File: src/atrs_regs.svh
`ifndef ATRS_REGS_SVH
`define ATRS_REGS_SVH
`define ATRS_ADDR_TRIG_SEL 8'h00
`define ATRS_ADDR_CONTROL 8'h01
`define ATRS_ADDR_RES_HIGH 8'h02
`define ATRS_ADDR_RES_LOW 8'h03
`define ATRS_ADDR_INT_STATUS 8'h04
`define ATRS_ADDR_INT_MASK 8'h05
`define ATRS_ADDR_SW_START 8'h06
`define ATRS_TRIG_SEL_MSB 7
`define ATRS_TRIG_SEL_LSB 4
`define ATRS_CTRL_FORMAT_BIT 0
`define ATRS_TRIG_SEL_RESET 4'h0
`define ATRS_CTRL_RESET 1'b0
`define ATRS_INT_STATUS_START 0
`define ATRS_INT_STATUS_DONE 1
`define ATRS_INT_RESET 2'h0
`define ATRS_RESULT_RESET 10'h000
`endif

File: src/atrs_pkg.sv
package atrs_pkg;
    typedef enum logic [3:0] {
        ATRS_SRC_NONE = 4'h0,
        ATRS_SRC_CCP1 = 4'h1,
        ATRS_SRC_CCP2 = 4'h2,
        ATRS_SRC_TMR0 = 4'h3,
        ATRS_SRC_TMR1 = 4'h4,
        ATRS_SRC_TMR2 = 4'h5,
        ATRS_SRC_CMP1 = 4'h6,
        ATRS_SRC_CMP2 = 4'h7,
        ATRS_SRC_LC1 = 4'h8,
        ATRS_SRC_LC2 = 4'h9,
        ATRS_SRC_LC3 = 4'hA,
        ATRS_SRC_LC4 = 4'hB,
        ATRS_SRC_TMR4 = 4'hC,
        ATRS_SRC_TMR6 = 4'hD,
        ATRS_SRC_RSV0 = 4'hE,
        ATRS_SRC_RSV1 = 4'hF
    } atrs_src_e;

    typedef struct packed {
        logic [3:0] trig_sel;
        logic format_right;
        logic [9:0] result;
        logic [1:0] int_status;
        logic [1:0] int_mask;
        logic trig_prev;
        logic [7:0] rdata;
        logic start;
    } atrs_state_s;
endpackage

File: src/atrs_top.sv
`timescale 1ns/1ps
`include "atrs_regs.svh"
// Overview of operation
// - Select code zero starts no automatic conversion, leaving only software starts.
// - Codes 1000 to 1011 pick logic cell outputs one to four as the start source.
// - Code 1100 picks the fourth timer match and code 1101 the sixth timer match.
// - A source used as trigger still sets its own interrupt flag in its own block.
// - In left-justify format the high byte holds result bits 9 to 2.
// - In left-justify format the low byte holds result bits 1 and 0 in bits 7 and 6.
// - In right-justify format the high byte holds bits 9 and 8 low, the low byte bits 7 to 0.
// - Result contents are not cleared by reset other than power-on and brown-out.
// - Unimplemented bits, including the low four select bits, read zero and ignore writes.
// - Software can read and write the result registers; all eight high-byte bits in left-justify format, only bits 1 and 0 in right-justify.
module atrs_top import atrs_pkg::*; (
    input wire logic i_clk,
    input wire logic i_reset_n,
    input wire logic [7:0] i_addr,
    input wire logic [7:0] i_wdata,
    input wire logic i_wr,
    input wire logic i_rd,
    input wire logic i_ccp1_event,
    input wire logic i_ccp2_event,
    input wire logic i_timer_zero_overflow,
    input wire logic i_timer_one_overflow,
    input wire logic i_timer_two_match,
    input wire logic i_comparator_one_synced_output,
    input wire logic i_comparator_two_synced_output,
    input wire logic [3:0] i_logic_cell_output,
    input wire logic i_timer_four_match,
    input wire logic i_timer_six_match,
    input wire logic i_result_valid,
    input wire logic [9:0] i_conversion_result,
    output logic [7:0] o_rdata,
    output logic o_conversion_start,
    output logic o_result_justify_format,
    output logic [3:0] o_trigger_source_select,
    output logic o_irq
);
    atrs_state_s state_reg;
    atrs_state_s state_next;
    logic trig_level;
    logic trig_rise;
    logic [7:0] high_byte;
    logic [7:0] low_byte;
    logic [9:0] wr_result;
    logic [1:0] events;

    // Sources are on-chip and already on this clock, so no synchroniser.
    always_comb begin
        unique case (atrs_src_e'(state_reg.trig_sel))
            ATRS_SRC_NONE: trig_level = 1'b0;
            ATRS_SRC_CCP1: trig_level = i_ccp1_event;
            ATRS_SRC_CCP2: trig_level = i_ccp2_event;
            ATRS_SRC_TMR0: trig_level = i_timer_zero_overflow;
            ATRS_SRC_TMR1: trig_level = i_timer_one_overflow;
            ATRS_SRC_TMR2: trig_level = i_timer_two_match;
            ATRS_SRC_CMP1: trig_level = i_comparator_one_synced_output;
            ATRS_SRC_CMP2: trig_level = i_comparator_two_synced_output;
            ATRS_SRC_LC1: trig_level = i_logic_cell_output[0];
            ATRS_SRC_LC2: trig_level = i_logic_cell_output[1];
            ATRS_SRC_LC3: trig_level = i_logic_cell_output[2];
            ATRS_SRC_LC4: trig_level = i_logic_cell_output[3];
            ATRS_SRC_TMR4: trig_level = i_timer_four_match;
            ATRS_SRC_TMR6: trig_level = i_timer_six_match;
            ATRS_SRC_RSV0: trig_level = 1'b0;
            ATRS_SRC_RSV1: trig_level = 1'b0;
        endcase
    end

    // Source flags are left to their own blocks; only the level is observed here.
    assign trig_rise = trig_level & ~state_reg.trig_prev;

    always_comb begin
        if (state_reg.format_right) begin
            high_byte = {6'h00, state_reg.result[9:8]};
            low_byte = state_reg.result[7:0];
        end else begin
            high_byte = state_reg.result[9:2];
            low_byte = {state_reg.result[1:0], 6'h00};
        end
    end

    always_comb begin
        wr_result = state_reg.result;
        if (i_wr && i_addr == `ATRS_ADDR_RES_HIGH) begin
            if (state_reg.format_right) begin
                wr_result[9:8] = i_wdata[1:0];
            end else begin
                wr_result[9:2] = i_wdata;
            end
        end
        if (i_wr && i_addr == `ATRS_ADDR_RES_LOW) begin
            if (state_reg.format_right) begin
                wr_result[7:0] = i_wdata;
            end else begin
                wr_result[1:0] = i_wdata[7:6];
            end
        end
    end

    assign events = {i_result_valid, trig_rise};

    always_comb begin
        state_next = state_reg;
        state_next.trig_prev = trig_level;
        state_next.start = trig_rise;
        state_next.result = wr_result;
        if (i_result_valid) begin
            state_next.result = i_conversion_result;
        end
        if (i_wr) begin
            unique case (i_addr)
                `ATRS_ADDR_TRIG_SEL: begin
                    state_next.trig_sel = i_wdata[`ATRS_TRIG_SEL_MSB:`ATRS_TRIG_SEL_LSB];
                end
                `ATRS_ADDR_CONTROL: begin
                    state_next.format_right = i_wdata[`ATRS_CTRL_FORMAT_BIT];
                end
                `ATRS_ADDR_INT_MASK: begin
                    state_next.int_mask = i_wdata[1:0];
                end
                `ATRS_ADDR_SW_START: begin
                    state_next.start = trig_rise | i_wdata[0];
                end
                default: begin
                end
            endcase
        end
        // A new event wins over a write-one clear in the same cycle.
        if (i_wr && i_addr == `ATRS_ADDR_INT_STATUS) begin
            state_next.int_status = (state_reg.int_status & ~i_wdata[1:0]) | events;
        end else begin
            state_next.int_status = state_reg.int_status | events;
        end
        state_next.rdata = 8'h00;
        if (i_rd) begin
            unique case (i_addr)
                `ATRS_ADDR_TRIG_SEL: state_next.rdata = {state_reg.trig_sel, 4'h0};
                `ATRS_ADDR_CONTROL: state_next.rdata = {7'h00, state_reg.format_right};
                `ATRS_ADDR_RES_HIGH: state_next.rdata = high_byte;
                `ATRS_ADDR_RES_LOW: state_next.rdata = low_byte;
                `ATRS_ADDR_INT_STATUS: state_next.rdata = {6'h00, state_reg.int_status};
                `ATRS_ADDR_INT_MASK: state_next.rdata = {6'h00, state_reg.int_mask};
                default: state_next.rdata = 8'h00;
            endcase
        end
    end

    // Result is cleared only by the device-level reset, standing in for power-on.
    always_ff @(posedge i_clk or negedge i_reset_n) begin
        if (!i_reset_n) begin
            state_reg.trig_sel <= `ATRS_TRIG_SEL_RESET;
            state_reg.format_right <= `ATRS_CTRL_RESET;
            state_reg.result <= `ATRS_RESULT_RESET;
            state_reg.int_status <= `ATRS_INT_RESET;
            state_reg.int_mask <= `ATRS_INT_RESET;
            state_reg.trig_prev <= 1'b0;
            state_reg.rdata <= 8'h00;
            state_reg.start <= 1'b0;
        end else begin
            state_reg <= state_next;
        end
    end

    assign o_rdata = state_reg.rdata;
    assign o_conversion_start = state_reg.start;
    assign o_result_justify_format = state_reg.format_right;
    assign o_trigger_source_select = state_reg.trig_sel;
    assign o_irq = |(state_reg.int_status & state_reg.int_mask);
endmodule

File: config.mk
export PLATFORM = sky130hd
export DESIGN_NAME = atrs_top
export DESIGN_NICKNAME = d
export VERILOG_FILES = /design/src/atrs_pkg.sv /design/src/atrs_top.sv
export VERILOG_INCLUDE_DIRS = /design/src
export SDC_FILE = /design/constraint.sdc
export NUM_CORES = 1
export LEC_CHECK = 0
export ABC_AREA = 1
export BUFFER_PORTS_ARGS = -buffer_cell sky130_fd_sc_hd__buf_2
export CORE_MARGIN = 2
export CORE_UTILIZATION = 46
export CTS_CLUSTER_SIZE = 40
export DETAILED_ROUTE_END_ITERATION = 16
export PLACE_DENSITY = 0.72
export SETUP_SLACK_MARGIN = 0.15
export SLEW_MARGIN = 20
export SYNTH_ARGS = -nofsm -noshare
export SYNTH_HDL_FRONTEND = slang
export SYNTH_SLANG_ARGS = --single-unit
export TNS_END_PERCENT = 50
File: constraint.sdc
create_clock -name i_clk -period 2.2 [get_ports i_clk]
set_clock_uncertainty 0.15 [all_clocks]
set_input_delay 0.44 -clock i_clk [delete_from_list [all_inputs] [get_ports i_clk]]
set_output_delay 0.44 -clock i_clk [all_outputs]
set_load 0.005 [all_outputs]
==> run metrics, run 1 <==
# diodes=0; Root Driver=clkbuf_8; setup tns final=0 ps; DR vias=1,927; pre-CTS setup slack=263 ps; top_reg_cell synth=dfrtp_1; Final Hold Violating Endpoints=0; Avg Vias per Cell=5.13; hold-fix buffers at CTS=0; Slew Viols, Final=0; Layout Nets=369; # clock sinks=29; Least-Margin Pin Slew=669 ps; CTS tree=yes; Yosys warning count=0; Lkg Pwr=0.00129 uW; CTS buffer count=5; Worst Path Buf+Inv=2; deepest clock path buffer count=2; CP max stage delay=470 ps; CP Max Fanout=13; critical path type=flip-flop to primary output; Post-synth top cells=nand2_1, dfrtp_1, nand3_1, inv_1, nor2_1; GPL Wtd Cong=0.873; number of max-cap violations=0; top-count cell post-synth=nand2_1; register area share after synthesis=0.362; htree depth=2; Die H=70.0 um; unrepaired setup endpoints after global routing=no; vias in the first global route=1,752; max FFs per register=15; final worst setup slack=455 ps; crit path cell chain=buf_4 > buf_2; fraction of registers with async set/reset=1.00; CORE AREA=0.00409 mm2; post-route insts no fill=376; Syn Inst Count=277; post_cts resized=0; Unique masters post-synth=33; setup bufs post-CTS=0; clock period minus worst slack=1750 ps; antenna violations before repair=0; FF+latch area=726 um2; Setup violations, final=0; Critical Path Source Type=flip-flop; Tcrit/Tclk final=0.793; EDFF count, synth=0; DP Cell Count=368; largest net degree at the start of global routing=30; HPWL after DPL=3850 um; Hold Crit Class=input pin to asynchronous set/reset pin; Synth top area share=0.362; Clk Latency, worst-skew pair=290 ps; Routed Antenna Nets=0; Max-slew headroom=0.554; DIE AREA=0.00490 mm2; Hold WS=32.2 ps; Fmax=0.573 GHz; top cells by area, synth=dfrtp_1, nand2_1, nand3_1; CP max-delay cell=dfrtp_1; cell taking the most area after synthesis=dfrtp_1; initial core utilization=0.490; layout cells sized above 1=0.276; Die X=70.0 um; buffers added on ports=58; CTS clk-pin slew, worst paths=60 ps; Peak supply drop=0.000498 V; status=completed; synthesis-to-layout area growth=18.0%; Avg Inst Size Synth=7.23 um2; delay-heaviest family, CP=flip-flops; CP arrival=1160 ps; Worst EP required=1610 ps; 1st-iter DRT viols=102; PwrDens=585 mW/mm2; final WL=4920 um; Fill cells=410; DR pass1 iterations=5; register bit total from synthesis=29; Syn Nets=321; routed length per placed instance=13.1 um; Total Power=1380 uW; Post-Syn Area=0.00200 mm2; GRT Overall Usage=0.211; IO Count=59; area of the multi-input gates=0.00105 mm2; DRC errors left=0; Crit. End Element=primary output; first-pass GRT wire length=8280 um; row count=23; total overflow reported by the global router=0
worst reg2reg max path, cell delays in order (launching register included):
cell     delay, ps
dfrtp_1        520
nor2_1         130
nand2_1         70
nand2_1         50
nand3_1         70
nand2_1         60
nor2_1         120
nand3_1        100
nand2_1        140
nand2_1         60
through the flow:
stage	utilization	area, um2
3_3_place_gp	0.550	2250
2_1_floorplan	-	2000
5_1_grt	0.578	2360
4_1_cts	0.578	2360
6_report	0.578	2360
3_5_place_dp	0.550	2250
metal layers:
metal	vias to the layer above	track usage	routed length, um
li1	979	-	-
met1	888	0.300	2290
met2	55	0.319	2290
met3	5	0.0620	304
met4	0	0.0427	35
met5	-	0	0
where the power goes:
part | switching [uW] | internal [uW]
logic | 118 | 77.6
clock network | 215 | 369
registers | 34.4 | 567
logic make-up after synthesis:
logic type,share of synthesized area
AO/OA/AOI/OAI,0.0981
flip-flops,0.362
AND/OR/NAND/NOR,0.427
buffers and inverters,0.112
placed cells by master, fill, tap and decap left out, types with 4 or more instances in the layout:
cell      instances
buf_2            58
nand4_1           7
inv_1            22
nand2_1         103
clkbuf_8          6
dfrtp_1          29
o21ai_0           9
nand3_1          26
a21oi_1           9
nor2_1           17
o211ai_1          4
o21bai_2          4
final timing paths:
path	cells past startpoint	end	slack, ps	startpoint
setup reg to reg	9	o_conversion_start	610	o_trigger_source_select[0]
max in group asynchronous	1	o_rdata[5]	1430	i_reset_n
hold reg to reg	2	state_reg[10]	390	state_reg[10]
setup / recovery	2	o_result_justify_format	450	o_result_justify_format
hold / removal	1	state_reg[15]	30	i_reset_n
min in group i_clk	3	state_reg[19]	200	i_conversion_result[5]
layout make-up:
| class | count | area share |
|---|---|---|
| multi-input combinational | 203 | 0.445 |
| timing repair buffer | 61 | 0.132 |
| clock inverter | 1 | 0.0127 |
| inverter | 25 | 0.0397 |
| tap | 50 | 0.0265 |
| sequential | 29 | 0.307 |
| clock buffer | 7 | 0.0365 |
Power figures use the tool's default switching activity.
==> run 2, diff against run 1 <==
--- a/config.mk
+++ b/config.mk
@@ -12,7 +12,7 @@
 export CORE_UTILIZATION = 46
 export CTS_CLUSTER_SIZE = 40
 export DETAILED_ROUTE_END_ITERATION = 16
-export PLACE_DENSITY = 0.72
+export PLACE_DENSITY = 0.75
 export SETUP_SLACK_MARGIN = 0.15
 export SLEW_MARGIN = 20
 export SYNTH_ARGS = -nofsm -noshare
==> constraint.sdc (replaced) <==
create_clock -name i_clk -period 1.6 [get_ports i_clk]
set_clock_uncertainty 0.15 [all_clocks]
set_input_delay 0.32 -clock i_clk [delete_from_list [all_inputs] [get_ports i_clk]]
set_output_delay 0.32 -clock i_clk [all_outputs]
set_load 0.005 [all_outputs]
==> run metrics, run 2 (synthesis gave the netlist of run 1 again) <==
number of max-cap violations=0 (unchanged); status=completed; DP Cell Count=389 (+5.7%); DRC errors left=0 (unchanged); Reg power frac=0.464 (+0.028); Crit. End Element=flip-flop; Die X=70.0 um (unchanged); area of the multi-input gates=0.00111 mm2 (+5.7%); htree depth=2 (unchanged); clock period minus worst slack=1500 ps; Fmax=0.666 GHz; Slew Viols, Final=0 (unchanged); row count=23 (unchanged); post-route insts no fill=411 (+9.3%); Layout Nets=405 (+9.8%); Peak supply drop=0.000396 V (-20%); Lkg Pwr=0.00148 uW (+15%); total overflow reported by the global router=0 (unchanged); routed length per placed instance=13.2 um (+0.81%); Tcrit/Tclk final=0.938; unrepaired setup endpoints after global routing=yes; clock share of power=0.344 (-0.079); # diodes=0 (unchanged); layout cells sized above 1=0.396 (+0.120); Root Driver=clkbuf_8; deepest clock path buffer count=2 (unchanged); Routed Antenna Nets=0 (unchanged); CTS buffer count=5 (unchanged); CTS clk-pin slew, worst paths=60 ps (about the same); largest net degree at the start of global routing=30 (unchanged); Hold Crit Class=input pin to flip-flop; CTS tree=yes; GRT Overall Usage=0.215 (+0.00459); critical path type=flip-flop to flip-flop; setup slack, reg-to-reg=100 ps (-510 ps); Internal=1280 uW (+26%); Sw Ratio=0.285 (+0.0183); GPL Wtd Cong=0.883 (+1.1%); max FFs per register=15 (unchanged); most common cell after layout, fill and taps aside=nand2_1; Final Hold Violating Endpoints=0 (unchanged); CP Max Fanout=6 (-7); Clk Latency, worst-skew pair=290 ps (about the same); Psw=509 uW (+38%); HPWL after DPL=3820 um (-0.71%); synthesis-to-layout area growth=34.4%; combinational power share=0.192 (+0.050); Setup violations, final=0 (unchanged); Worst EP required=1630 ps (+20 ps); DIE AREA=0.00490 mm2 (unchanged); CP arrival=1530 ps (+370 ps); 1st-iter DRT viols=167 (+64%); commonest cells after routing, fill and taps aside=nand2_1, buf_2, buf_4, dfrtp_1, nand3_1; Avg Vias per Cell=5.10 (-0.49%); initial core utilization=0.490 (unchanged); DR pass1 iterations=4 (-1); Critical Path Source Type=flip-flop; Hold WS=81.1 ps (+48.9 ps); first-pass GRT wire length=8510 um (+2.8%); buffers added on ports=58 (unchanged); Max-slew headroom=0.748 (+0.193); # clock sinks=29 (unchanged); Least-Margin Pin Slew=378 ps (-290 ps); Die H=70.0 um (unchanged); IO Count=59 (unchanged); FF+latch area=732 um2 (+0.86%); Fill cells=340 (-17%); DR vias=2,096 (+8.8%); CORE AREA=0.00409 mm2 (unchanged); antenna violations before repair=0 (unchanged); vias in the first global route=1,930 (+10%); final WL=5420 um (+10%); PwrDens=664 mW/mm2 (+14%)
## run 2: stage by stage
step	cell area, um2	power, uW	util	setup TNS (ps)	setup WS [ps]
2_1_floorplan	2000	979	-	0	149
3_3_place_gp	2400	1120	0.588	-375	-74.5
3_5_place_dp	2400	1130	0.588	-653	-91.1
4_1_cts	2540	1750	0.621	0	131
5_1_grt	2690	1880	0.659	0	2.26
6_report	2690	1790	0.659	0	98.9
## run 2: routing by layer
metal,GRT usage,vias up,wire [um],share of wire
met3,0.0505,19,393,0.073
met1,0.283,942,2300,0.42
met5,0,-,0,0
met2,0.327,81,2570,0.47
li1,-,1054,-,-
met4,0.115,0,157,0.029
## run 2: power by group through the flow
stage / clock (uW) / sequential (uW) / combinational, uW
floorplan: 0 / 821 / 159
global placement: 0 / 839 / 284
detailed placement: 0 / 839 / 288
CTS: 626 / 825 / 299
global route: 658 / 833 / 386
finish: 615 / 830 / 343
## run 2: worst max-delay path: stages (launching register included)
cell and delay, ps:
dfrtp_2 460, inv_4 120, nor2_4 40, nand2_1 60, nand2_1 70, nand2_1 60, nand2_1 60, nor2_2 110
nand3_2 90, nand2_2 120, nand2_1 60
## run 2: final cells by class
| cell class | count | area share |
|---|---|---|
| Clock buffer | 7 | 0.0321 |
| Multi-Input combinational cell | 203 | 0.413 |
| Inverter | 25 | 0.0367 |
| Timing Repair Buffer | 97 | 0.223 |
| Sequential cell | 29 | 0.272 |
| Tap cell | 50 | 0.0232 |
## run 2: worst paths after layout
check                                      startpoint                         end  cells after the start
max                        o_trigger_source_select[1]          o_conversion_start                     10
min                            i_conversion_result[5]               state_reg[19]                      3
max reg2reg                o_trigger_source_select[1]          o_conversion_start                     10
min reg2reg                             state_reg[12]               state_reg[12]                      2
max in group asynchronous                   i_reset_n  o_trigger_source_select[0]                      3
min in group asynchronous                   i_reset_n          o_conversion_start                      3
## run 2: repair_timing
item                                    4_1_cts  5_1_grt
hold endpoints to repair                     29        0
gates resized for setup                       6       25
buffers inserted                              4       10
hold buffers                                  1        0
endpoints found under the setup margin        5       19
pin swaps                                     1        9
gates cloned                                  0        0
==> run 3, diff against run 2 <==
--- a/config.mk
+++ b/config.mk
@@ -12,7 +12,7 @@
 export CORE_UTILIZATION = 46
 export CTS_CLUSTER_SIZE = 40
 export DETAILED_ROUTE_END_ITERATION = 16
-export PLACE_DENSITY = 0.75
+export PLACE_DENSITY = 0.72
 export SETUP_SLACK_MARGIN = 0.15
 export SLEW_MARGIN = 20
 export SYNTH_ARGS = -nofsm -noshare
==> constraint.sdc (replaced) <==
create_clock -name i_clk -period 1.48 [get_ports i_clk]
set_clock_uncertainty 0.15 [all_clocks]
set_input_delay 0.296 -clock i_clk [delete_from_list [all_inputs] [get_ports i_clk]]
set_output_delay 0.296 -clock i_clk [all_outputs]
set_load 0.005 [all_outputs]
==> run metrics, run 3 (synthesis gave the netlist of run 1 again) <==
Least-Margin Pin Slew=473 ps (+94.3 ps); final WL=6140 um (+13%); area post-placement=0.00247 mm2 (+2.8%); Slew Viols, Final=0 (unchanged); # clock sinks=29 (unchanged); GRT Overall Usage=0.238 (+0.0229); hold depth=3 (unchanged); Fill cells=309 (-9.1%); crit path cell chain=inv_2 > nor2_2 > nand2_1 > nand2_1 > nand2_1 > nand2_1 > nor2_2 > nand3_2 > nand2_2 > nand2_1; Final Hold Violating Endpoints=0 (unchanged); Worst Path Buf+Inv=1 (unchanged); Worst EP required=1500 ps (-130 ps); pre-CTS setup slack=-271 ps (-180 ps); most common cell after layout, fill and taps aside=nand2_1; DR pass1 iterations=6 (+2); synthesis-to-layout area growth=49.0%; DR vias=2,223 (+6.1%); WP depth=10 (unchanged); antenna violations before repair=0 (unchanged); Lkg Pwr=0.00160 uW (+7.9%); clock share of power=0.333 (-0.011); Sw Ratio=0.291 (+0.00652); IO Count=59 (unchanged); commonest cells after routing, fill and taps aside=nand2_1, buf_2, buf_4, nand3_1, dfrtp_1; number of max-cap violations=0 (unchanged); Setup violations, final=3 (+3); GPL Wtd Cong=0.873 (-1.1%); # diodes=0 (unchanged); Hold Crit Class=input pin to flip-flop; vias in the first global route=2,159 (+12%); 1st-iter DRT viols=157 (-6.0%); status=finished with violations; Reg power frac=0.446 (-0.018); failing checks=negative setup slack; Routed Antenna Nets=0 (unchanged); Crit. End Element=flip-flop; Critical Path Source Type=flip-flop; CP Max Fanout=5 (-1); CP max stage delay=460 ps (about the same); routed length per placed instance=14.6 um (+11%); CORE AREA=0.00409 mm2 (unchanged); unrepaired setup endpoints after global routing=yes; critical path type=flip-flop to flip-flop; R2R cell count=10 (unchanged); total overflow reported by the global router=0 (unchanged); Final Instance Area=0.00298 mm2 (+11%); Fmax=0.629 GHz (-5.6%); CTS tree=yes; DRC errors left=0 (unchanged); final worst setup slack=-111 ps (-210 ps); Die X=70.0 um (unchanged); Clk Latency, worst-skew pair=290 ps (about the same); deepest clock path buffer count=2 (unchanged); CTS buffer count=5 (unchanged); first-pass GRT wire length=9390 um (+10%); HPWL after DPL=4090 um (+7.0%); CTS clk-pin slew, worst paths=60 ps (about the same); combinational power share=0.221 (+0.029); clock period minus worst slack=1590 ps (+89.8 ps); setup tns final=-245 ps (-245 ps); delay-heaviest family, CP=simple AND/OR/NAND/NOR gates; initial core utilization=0.490 (unchanged); PwrDens=677 mW/mm2 (+1.9%); max FFs per register=15 (unchanged); CP Launch Point=o_trigger_source_select[2]; Tcrit/Tclk final=1.07 (+0.137); largest net degree at the start of global routing=30 (unchanged); layout cells sized above 1=0.466 (+0.0702); most used cell, CP=nand2_1; DIE AREA=0.00490 mm2 (unchanged); Root Driver=clkbuf_8; htree depth=2 (unchanged); Layout Nets=415 (+2.5%); Max-slew headroom=0.685 (-0.0628); Die H=70.0 um (unchanged); CP max-delay cell=dfrtp_2; r2r startpoint=o_trigger_source_select[2]; Internal=1430 uW (+12%); row count=23 (unchanged); Hold Startpoint=i_conversion_result[6]; post-route insts no fill=421 (+2.4%); CP arrival=1610 ps (+80 ps); buffers added on ports=58 (unchanged); Psw=588 uW (+15%); Avg Vias per Cell=5.28 (+3.5%); Peak supply drop=0.000678 V (+71%); DP Cell Count=393 (+1.0%)
run 3: changes by cell type in the layout (fill, tap and decap cells not counted), moves of 3 or more:
cell / change
o21ai_2: +3
o21ai_0: -3
buf_6: +15
a21oi_2: +7
a21oi_1: -7
buf_2: -10
nor2_2: +3
buf_12: +3
nor2_1: -4
inv_2: +3
nand2_1: -3
run 3: final timing paths:
check / to / slack (ps)
setup reg to reg: o_conversion_start / -110
hold reg to reg: state_reg[10] / 400
setup / recovery: o_conversion_start / -110
hold / removal: state_reg[20] / 50
max in group asynchronous: o_trigger_source_select[0] / 470
min in group asynchronous: state_reg[15] / 390
run 3: layout make-up:
class	count	area [um2]	share of cell area
clock buffers	7	86.3	0.0289
inverters	25	101	0.0340
multi-input cells	203	1190	0.400
flip-flops and latches	29	732	0.245
well taps	50	62.6	0.0210
repair buffers	107	810	0.271
run 3: power by group through the flow:
stage	clock [uW]	combinational, uW	sequential (uW)
finish	672	446	901
global route	703	486	905
CTS	675	402	894
detailed placement	0	342	907
global placement	0	333	907
floorplan	0	173	887
run 3: per-layer routing:
metal | part of all wire | vias up | track usage
li1 | - | 1076 | -
met1 | 0.41 | 1032 | 0.304
met4 | 0.020 | 0 | 0.0876
met3 | 0.074 | 12 | 0.0505
met5 | 0 | - | 0
met2 | 0.49 | 103 | 0.396
run 3: tightest hold or removal path, cell delays in order:
cell	delay, ps
buf_2	70
nand2_1	40
nand2_1	50
run 3: repair_timing:
action	in CTS	in global routing
hold endpoints to repair	29	0
gates resized for setup	31	47
setup endpoints to repair	24	35
hold buffers	1	0
pin swaps	18	29
setup buffers	18	2
run 3: through the flow:
step	utilization	total power (uW)	hold WS (ps)
floorplan	-	1060	-150
global placement	0.605	1240	168
detailed placement	0.605	1250	179
CTS	0.688	1970	50.4
global route	0.730	2090	68.3
finish	0.730	2020	51.3
